`src/rtl/ysel_pkg.sv`:
```
// Purpose: Constants for the Y operand select and ALU control block.
// Assumes: One clock; nanobits arrive from same-clock control logic.
// Notes: Word bit 15 is the operand MSB, bit 0 the LSB.
// Function
// - Both byte enables zero central bits 1-14.
// - Counter byte enable governs counter high byte.
// - Literal byte enable governs literal low byte.
// - Source 00 B word, 10 counter/literal.
// - Source 01 alternate count, 11 base plus address.
// - MSB control pair sets MSB alone.
// - LSB control pair sets LSB alone.
// - First MSB control held zero elsewhere.
// - Other slices tie second control low/enable.
// - Edge nanobits direct; middle three decoded.
// - MSB code 00 zero, 01 true B.
// - LSB codes zero, true, complement, one.
// - Middle 000 gives zero, 100 gives B.
// - Codes place literal low, counter high.
// - Code 0110101 places counter/literal word.
// - Codes place alternate count, base plus address.
// - Y masking never alters stored B.
// - Deliver sixteen-bit Y operand to ALU.
// - X path selects registers without masking.
// - Mode high arithmetic, low logical operation.
// - Nanobits 27-31 registered into ALU controls.
// - Nanobit 27 high inhibits inter-byte carry.
// - Nanobits 28-31 select the ALU function.
// - Carry in for add-one and subtract.
package ysel_pkg;
   localparam int YSEL_W = 16;
   localparam int YSEL_BYTE_W = 8;
   localparam int YSEL_AMPC_W = 14;
   localparam int YSEL_MSB = 15;
   localparam int YSEL_LSB = 0;
   localparam int YSEL_HI_LO = 8;
   localparam logic [15:0] YSEL_WORD_RST = 16'h0000;
   localparam logic [1:0] YSEL_EDGE_RST = 2'h0;
   localparam logic [2:0] YSEL_MID_RST = 3'h0;
   localparam logic [4:0] YSEL_ALU_RST = 5'h00;
   localparam logic [1:0] YSEL_ENB_RST = 2'h3;
   localparam logic [1:0] YSEL_SLICE_ZERO = 2'h0;
   localparam logic [1:0] YSEL_SLICE_TRUE = 2'h1;
   localparam logic [1:0] YSEL_SLICE_COMP = 2'h2;
   localparam logic [1:0] YSEL_SLICE_ONE = 2'h3;
   localparam logic [2:0] YSEL_MID_ZERO = 3'h0;
   localparam logic [2:0] YSEL_MID_LIT = 3'h1;
   localparam logic [2:0] YSEL_MID_CTR = 3'h3;
   localparam logic [2:0] YSEL_MID_B = 3'h4;
   localparam logic [2:0] YSEL_MID_Z = 3'h5;
   localparam logic [2:0] YSEL_MID_AMPC = 3'h6;
   localparam logic [2:0] YSEL_MID_BMAR = 3'h7;
   localparam logic [2:0] YSEL_X_ZERO = 3'h0;
   localparam logic [2:0] YSEL_X_LIT = 3'h1;
   localparam logic [2:0] YSEL_X_CTR = 3'h3;
   localparam logic [2:0] YSEL_X_Z = 3'h4;
   localparam logic [2:0] YSEL_X_A1 = 3'h5;
   localparam logic [2:0] YSEL_X_A2 = 3'h6;
   localparam logic [2:0] YSEL_X_A3 = 3'h7;
   localparam logic [3:0] YSEL_FN_ADD = 4'h0;
   localparam logic [3:0] YSEL_FN_ADD1 = 4'h3;
   localparam logic [3:0] YSEL_FN_OAD = 4'h5;
   localparam logic [3:0] YSEL_FN_AAD = 4'ha;
   localparam logic [3:0] YSEL_FN_SUB1 = 4'hc;
   localparam logic [3:0] YSEL_FN_SUB = 4'hf;
endpackage

```
`src/rtl/ysel_ctl_if.sv`:
```
// Purpose: Carries registered Y select controls to the gate module.
// Assumes: Driven by flip-flops of the top module.
// Notes: None.
interface ysel_ctl_if;
   logic y_msb_ctl_a;
   logic y_msb_ctl_b;
   logic y_lsb_ctl_a;
   logic y_lsb_ctl_b;
   logic counter_byte_enable;
   logic literal_byte_enable;
   logic y_source_sel_hi;
   logic y_source_sel_lo;
   modport src (output y_msb_ctl_a, y_msb_ctl_b, y_lsb_ctl_a, y_lsb_ctl_b,
                output counter_byte_enable, literal_byte_enable, y_source_sel_hi, y_source_sel_lo);
   modport dst (input y_msb_ctl_a, y_msb_ctl_b, y_lsb_ctl_a, y_lsb_ctl_b,
                input counter_byte_enable, literal_byte_enable, y_source_sel_hi, y_source_sel_lo);
endinterface

```
`src/rtl/ysel_gates.sv`:
```
// Purpose: Combinational Y select gates built from per-bit slices.
// Assumes: Controls come from registers; data inputs are same-clock.
// Notes: An asserted byte enable inhibits its byte of central bits.
module ysel_gates
   import ysel_pkg::*;
(
   ysel_ctl_if.dst ctl,
   input wire logic [15:0] b_reg,
   input wire logic [7:0] counter_reg,
   input wire logic [7:0] literal_reg,
   input wire logic [13:0] alternate_microprogram_count,
   input wire logic [15:0] base_plus_address,
   output logic [15:0] y_word
);
   logic [15:0] src_word;
   logic pass_hi;
   logic pass_lo;

   // One slice: 00 zero, 01 true, 10 complement, 11 one.
   function automatic logic slice_out(input logic ca, input logic cb, input logic d);
      logic r;
      r = 1'b0;
      unique case ({ca, cb})
         YSEL_SLICE_ZERO: r = 1'b0;
         YSEL_SLICE_TRUE: r = d;
         YSEL_SLICE_COMP: r = ~d;
         YSEL_SLICE_ONE: r = 1'b1;
      endcase
      return r;
   endfunction

   // Source choice; B is only read, never written here.
   always_comb
   begin
      unique case ({ctl.y_source_sel_hi, ctl.y_source_sel_lo})
         2'h0: src_word = b_reg;
         2'h2: src_word = {counter_reg, literal_reg};
         2'h1: src_word = {2'h0, alternate_microprogram_count};
         2'h3: src_word = base_plus_address;
      endcase
   end

   // Byte enables mask the central bytes; both together clear them.
   assign pass_hi = ~ctl.counter_byte_enable;
   assign pass_lo = ~ctl.literal_byte_enable;

   // Edge slices take the full control pairs.
   assign y_word[YSEL_MSB] = slice_out(ctl.y_msb_ctl_a, ctl.y_msb_ctl_b, src_word[YSEL_MSB]);
   assign y_word[YSEL_LSB] = slice_out(ctl.y_lsb_ctl_a, ctl.y_lsb_ctl_b, src_word[YSEL_LSB]);

   // Central slices: first control tied low, second to the byte pass.
   genvar i;
   generate
      for (i = 1; i < YSEL_MSB; i++)
      begin : g_central
         if (i >= YSEL_HI_LO)
         begin : g_hi
            assign y_word[i] = slice_out(1'b0, pass_hi & pass_lo | pass_hi & ~pass_lo, src_word[i]);
         end
         else
         begin : g_lo
            assign y_word[i] = slice_out(1'b0, pass_lo & pass_hi | pass_lo & ~pass_hi, src_word[i]);
         end
      end
   endgenerate
endmodule

```
`src/rtl/ysel_alu_ctl.sv`:
```
// Purpose: Y operand select, X select and ALU control register stage.
// Assumes: Nanobit fields and operand registers are on core_clk.
// Notes: Nanobits register at edge k; operands and ALU controls show at k+1.
module ysel_alu_ctl
   import ysel_pkg::*;
(
   input wire logic core_clk,
   input wire logic resetn,
   input wire logic [6:0] nano_y_field,
   input wire logic [2:0] nano_x_field,
   input wire logic [4:0] nano_alu_field,
   input wire logic [15:0] b_reg,
   input wire logic [7:0] counter_reg,
   input wire logic [7:0] literal_reg,
   input wire logic [13:0] alternate_microprogram_count,
   input wire logic [15:0] base_reg_one,
   input wire logic [15:0] base_reg_two,
   input wire logic base_reg_sel,
   input wire logic [15:0] memory_address_reg,
   input wire logic [15:0] a_reg_one,
   input wire logic [15:0] a_reg_two,
   input wire logic [15:0] a_reg_three,
   output logic [15:0] y_operand_bus,
   output logic [15:0] x_operand_bus,
   output logic adder_arith_mode,
   output logic [3:0] adder_func_sel,
   output logic alu_carry_in,
   output logic byte_carry_inhibit
);
   ysel_ctl_if ctl ();

   logic [1:0] msb_ctl_ff;
   logic [1:0] nxt_msb_ctl;
   logic [1:0] lsb_ctl_ff;
   logic [1:0] nxt_lsb_ctl;
   logic [1:0] enb_ff;
   logic [1:0] nxt_enb;
   logic [1:0] srcsel_ff;
   logic [1:0] nxt_srcsel;
   logic [2:0] xsel_ff;
   logic [2:0] nxt_xsel;
   logic [4:0] alu_ctl_ff;
   logic [4:0] nxt_alu_ctl;
   logic [15:0] y_ff;
   logic [15:0] nxt_y;
   logic [15:0] x_ff;
   logic [15:0] nxt_x;
   logic mode_ff;
   logic nxt_mode;
   logic [3:0] fsel_ff;
   logic [3:0] nxt_fsel;
   logic cin_ff;
   logic nxt_cin;
   logic inh_ff;
   logic nxt_inh;
   logic [15:0] base_plus_address;
   logic [15:0] y_word;
   logic [2:0] mid;

   assign mid = nano_y_field[4:2];

   // Control register stage: edge nanobits load directly, middle three decode.
   always_comb
   begin
      nxt_msb_ctl = nano_y_field[6:5];
      nxt_lsb_ctl = nano_y_field[1:0];
      nxt_xsel = nano_x_field;
      nxt_alu_ctl = nano_alu_field;
      nxt_enb = 2'h3;
      nxt_srcsel = 2'h0;
      unique case (mid)
         YSEL_MID_ZERO:
         begin
            nxt_enb = 2'h3;
            nxt_srcsel = 2'h0;
         end
         YSEL_MID_LIT:
         begin
            nxt_enb = 2'h2;
            nxt_srcsel = 2'h2;
         end
         YSEL_MID_CTR:
         begin
            nxt_enb = 2'h1;
            nxt_srcsel = 2'h2;
         end
         YSEL_MID_B:
         begin
            nxt_enb = 2'h0;
            nxt_srcsel = 2'h0;
         end
         YSEL_MID_Z:
         begin
            nxt_enb = 2'h0;
            nxt_srcsel = 2'h2;
         end
         YSEL_MID_AMPC:
         begin
            nxt_enb = 2'h0;
            nxt_srcsel = 2'h1;
         end
         YSEL_MID_BMAR:
         begin
            nxt_enb = 2'h0;
            nxt_srcsel = 2'h3;
         end
         default:
         begin
            nxt_enb = 2'h3;
            nxt_srcsel = 2'h0;
         end
      endcase
   end

   always_ff @(posedge core_clk or negedge resetn)
   begin
      if (!resetn)
      begin
         msb_ctl_ff <= YSEL_EDGE_RST;
         lsb_ctl_ff <= YSEL_EDGE_RST;
         enb_ff <= YSEL_ENB_RST;
         srcsel_ff <= YSEL_EDGE_RST;
         xsel_ff <= YSEL_MID_RST;
         alu_ctl_ff <= YSEL_ALU_RST;
      end
      else
      begin
         msb_ctl_ff <= nxt_msb_ctl;
         lsb_ctl_ff <= nxt_lsb_ctl;
         enb_ff <= nxt_enb;
         srcsel_ff <= nxt_srcsel;
         xsel_ff <= nxt_xsel;
         alu_ctl_ff <= nxt_alu_ctl;
      end
   end

   assign ctl.y_msb_ctl_a = msb_ctl_ff[1];
   assign ctl.y_msb_ctl_b = msb_ctl_ff[0];
   assign ctl.y_lsb_ctl_a = lsb_ctl_ff[1];
   assign ctl.y_lsb_ctl_b = lsb_ctl_ff[0];
   assign ctl.counter_byte_enable = enb_ff[1];
   assign ctl.literal_byte_enable = enb_ff[0];
   assign ctl.y_source_sel_hi = srcsel_ff[1];
   assign ctl.y_source_sel_lo = srcsel_ff[0];

   // Chosen base register plus the memory address, kept to sixteen bits.
   assign base_plus_address = (base_reg_sel ? base_reg_two : base_reg_one) + memory_address_reg;

   ysel_gates u_gates (
      .ctl(ctl),
      .b_reg(b_reg),
      .counter_reg(counter_reg),
      .literal_reg(literal_reg),
      .alternate_microprogram_count(alternate_microprogram_count),
      .base_plus_address(base_plus_address),
      .y_word(y_word)
   );

   // Output stage: operands and ALU controls settle together for one cycle.
   always_comb
   begin
      nxt_y = y_word;
      nxt_x = 16'h0000;
      unique case (xsel_ff)
         YSEL_X_LIT: nxt_x = {8'h00, literal_reg};
         YSEL_X_CTR: nxt_x = {counter_reg, 8'h00};
         YSEL_X_Z: nxt_x = {counter_reg, literal_reg};
         YSEL_X_A1: nxt_x = a_reg_one;
         YSEL_X_A2: nxt_x = a_reg_two;
         YSEL_X_A3: nxt_x = a_reg_three;
         default: nxt_x = 16'h0000;
      endcase
      nxt_inh = alu_ctl_ff[4];
      nxt_fsel = alu_ctl_ff[3:0];
      nxt_mode = 1'b0;
      unique case (alu_ctl_ff[3:0])
         YSEL_FN_ADD, YSEL_FN_ADD1, YSEL_FN_OAD, YSEL_FN_AAD, YSEL_FN_SUB1, YSEL_FN_SUB:
            nxt_mode = 1'b1;
         default:
            nxt_mode = 1'b0;
      endcase
      nxt_cin = (alu_ctl_ff[3:0] == YSEL_FN_ADD1) || (alu_ctl_ff[3:0] == YSEL_FN_SUB);
   end

   always_ff @(posedge core_clk or negedge resetn)
   begin
      if (!resetn)
      begin
         y_ff <= YSEL_WORD_RST;
         x_ff <= YSEL_WORD_RST;
         mode_ff <= 1'b0;
         fsel_ff <= 4'h0;
         cin_ff <= 1'b0;
         inh_ff <= 1'b0;
      end
      else
      begin
         y_ff <= nxt_y;
         x_ff <= nxt_x;
         mode_ff <= nxt_mode;
         fsel_ff <= nxt_fsel;
         cin_ff <= nxt_cin;
         inh_ff <= nxt_inh;
      end
   end

   assign y_operand_bus = y_ff;
   assign x_operand_bus = x_ff;
   assign adder_arith_mode = mode_ff;
   assign adder_func_sel = fsel_ff;
   assign alu_carry_in = cin_ff;
   assign byte_carry_inhibit = inh_ff;
endmodule

```
`config.mk`:
```
export PLATFORM = sky130hd
export DESIGN_NAME = ysel_alu_ctl
export DESIGN_NICKNAME = d
export VERILOG_FILES = /design/src/rtl/ysel_pkg.sv /design/src/rtl/ysel_ctl_if.sv /design/src/rtl/ysel_gates.sv /design/src/rtl/ysel_alu_ctl.sv
export SDC_FILE = /design/constraint.sdc
export NUM_CORES = 1
export LEC_CHECK = 0
export BUFFER_PORTS_ARGS = -buffer_cell sky130_fd_sc_hd__buf_2
export CORE_ASPECT_RATIO = 0.7
export CORE_UTILIZATION = 45
export DETAILED_ROUTE_END_ITERATION = 10
export GPL_ROUTABILITY_DRIVEN = 0
export GPL_TIMING_DRIVEN = 0
export HOLD_SLACK_MARGIN = 0.1
export PLACE_DENSITY = 0.82
export REMOVE_ABC_BUFFERS = 1
export SLEW_MARGIN = 20
export SYNTH_ARGS = -nofsm -noshare
export SYNTH_HDL_FRONTEND = slang
export SYNTH_SLANG_ARGS = --single-unit
```
`constraint.sdc`:
```
create_clock -name core_clk -period 2.4 [get_ports core_clk]
set_clock_uncertainty 0.1 [all_clocks]
set_input_delay 0.48 -clock core_clk [delete_from_list [all_inputs] [get_ports core_clk]]
set_output_delay 0.48 -clock core_clk [all_outputs]
set_load 0.02 [all_outputs]
```
==> flow_summary.json <==
{
  "num_rows": 26,
  "clockBufferDepth": 2,
  "critPathLaunchType": "input pin",
  "status": "finished, violations left",
  "grt_pass1_wl_microns": 16000,
  "root_buffer": "clkbuf_8",
  "async_flop_share_pct": 100,
  "wl_per_cell_microns": 17.8,
  "routed_wl_microns": 11100,
  "crit_fanout": 6,
  "track_usage_pct": 26.2,
  "die_h_microns": 75.8,
  "worstHoldPathType": "input pin to asynchronous set/reset pin",
  "top_layer": "met4",
  "synthDistinctLibCells": 44,
  "period_needed_ps": 2690,
  "cts.sinks": 55,
  "max-vdd-ir-drop_uv": 266,
  "die_x_microns": 107,
  "grt_max_degree": 56,
  "seq_area_frac_synth_pct": 39.4,
  "overflow": 0,
  "setup_violations": 8,
  "yosysWarnings": 0,
  "hpwl_microns": 7860,
  "drt_iter0_drc": 174,
  "num_vias": 3427,
  "maxCapViolations": 0,
  "ioPinCount": 199,
  "vias_per_cell": 5.49,
  "synth-seq-cells": 55,
  "drt-pass1-iter-count": 4,
  "syn_area_per_cell_sq_um": 10.9,
  "wl_met2_microns": 5630,
  "cts_htree_levels": 2,
  "worstPathRequired_ps": 2500,
  "fin_area_sq_mm": 0.00502,
  "place_ws_ps": -1130,
  "drc": 0,
  "reg2regPathDepth": 6,
  "cp.arrival_ps": 2790,
  "end_kind": "register",
  "io_buffers": 198,
  "path_delay_family": "multiplexers",
  "finalWorstSetupSlack_ps": -295,
  "ys.flop_type": "dfrtp_1",
  "worst-path-buf-inv": 1,
  "power_mw": 2.54,
  "worst_pin_slew_ps": 727,
  "synth_area_leaders": "dfrtp_1 38%, mux2_2 11%, mux2i_1 6.6%",
  "fin_cells": 624,
  "crit_chain": "buf_12, mux2_4, ha_4, fa_2, a21o_1, a221oi_4, o21bai_1, xor2_1, mux4_2, nor2b_4",
  "antenna_found_initial": 0,
  "ctsHoldBuffers": 0,
  "initial_utilization_pct": 47.2,
  "final_nets": 701,
  "crit_slowest_cell": "mux4_2",
  "n_antenna_cell": 0,
  "path_class": "input pin to register",
  "slowest_delay_ps": 470,
  "power_density_mw_per_mm2": 505,
  "path_clk_slew_ps": 100,
  "synth_top_area_cell": "dfrtp_1",
  "cts_tree": "done",
  "die_area_sq_mm": 0.00815,
  "relSlewSlack_pct": 51.3,
  "fin_crit_sh_pct": 112,
  "met1_length_microns": 4400,
  "clk_latency_ps": 300,
  "tns_ps": -1250,
  "placedCellCount": 601,
  "max_freq_mhz": 371,
  "postPlaceCellArea_sq_mm": 0.00457,
  "report.final.slew_viol_count": 0,
  "core-area_sq_mm": 0.00742,
  "rsz0062_at_grt": "true",
  "leakage_nw": 2.48,
  "violations": "negative setup slack",
  "fin_hold_ws_ps": 90.7,
  "cts_buffers": 5,
  "hold_viol": 0,
  "layout_common_cells": "196 x buf_2, 51 x dfrtp_1, 29 x mux2_2, 22 x mux2i_1, 18 x o22ai_1",
  "layout-area-overhead-vs-synth_pct": 43.4,
  "fin_util_pct": 67.7,
  "synth_top_cell_area_share_pct": 37.9,
  "synth_edf_count": 0,
  "syn_inst": 321,
  "dr_wl_met3_microns": 880,
  "detail-route-antenna-nets": 0,
  "crit_cells": 10,
  "drive_above_1_share_pct": 56.5,
  "final_common_cell": "buf_2",
  "grt_pass1_vias": 3313,
  "synthesis.area_sq_mm": 0.00350
}
[registers in the layout (all words and copies together) (netlist names)]
signal	cells
msb_ctl_ff	2
x_operand_bus	16
alu_carry_in	1
srcsel_ff	2
adder_arith_mode	1
xsel_ff	3
lsb_ctl_ff	2
enb_ff	2
alu_ctl_ff	5
y_operand_bus	16
adder_func_sel	4
byte_carry_inhibit	1
[cells by family (layout without fill, tap and decap cells)]
group,Yosys count,in the layout,share of synthesized area [%]
compound gates,84,84,15.8
mux,65,65,23.0
simple gates,58,58,8.82
flops,55,55,39.4
buf+inv,26,231,2.86
xor+xnor,17,17,4.25
fa+ha+maj,16,16,5.93
[layout make-up]
| type | instances | area, sq um |
|---|---|---|
| inverter | 9 | 33.8 |
| timing repair buffer | 214 | 1150 |
| tap | 98 | 123 |
| sequential | 55 | 1380 |
| multi-input combinational | 240 | 2240 |
| clock inverter | 3 | 23.8 |
| clock buffer | 5 | 68.8 |
| fill | 557 | 2390 |
[per-layer routing]
layer	global-route usage (%)	up-vias
li1	-	1612
met1	32.2	1625
met2	49.1	172
met3	4.53	18
met4	5.94	0
met5	0	-
[worst paths after layout]
path / start / to / slack, ps
max: base_reg_sel / y_operand_bus[8] / -290
min: resetn / x_operand_bus[6] / 90
max reg2reg: srcsel_ff[1] / y_operand_bus[15] / 180
min reg2reg: alu_ctl_ff[4] / byte_carry_inhibit / 260
max in group asynchronous: resetn / lsb_ctl_ff[1] / 1610
min in group core_clk: nano_x_field[1] / xsel_ff[1] / 170
[power by group]
group,total [mW],leakage [nW],internal [mW],switching (mW)
Combinational,0.962,1.77,0.474,0.487
Clock,0.522,0.0408,0.209,0.312
Sequential,1.05,0.671,1.00,0.0494
Total,2.54,2.48,1.69,0.849
[cell usage after synthesis, types with 3 or more instances]
cell       n
o22ai_1   18
a21oi_1   20
nor2b_1    7
a211oi_1   4
xnor2_1    8
mux2i_1   23
nor3b_1    7
nand4_1    3
mux2_2    33
clkbuf_1  12
a21o_1     5
nor3_1     3
nor2_1    12
dfrtp_1   53
inv_1      9
nand2_1   17
xor2_1     9
ha_1      15
buf_1      3
o31ai_1    3
a22oi_1    7
mux4_2     9
o211ai_1   6
o21ai_0   10
[worst reg2reg max path, cell delays in order (launching register included)]
cell and delay (ps):
dfrtp_1 750, inv_1 450, nand2_1 160, o22ai_1 90, a21oi_1 210, o21ai_0 110
o31ai_1 240
[repair_timing]
action                     4_1_cts  5_1_grt
pin swaps                       13       17
resized for setup               23       26
setup buffers                   11        4
setup endpoints to repair       14       13
Power figures use the tool's default switching activity.
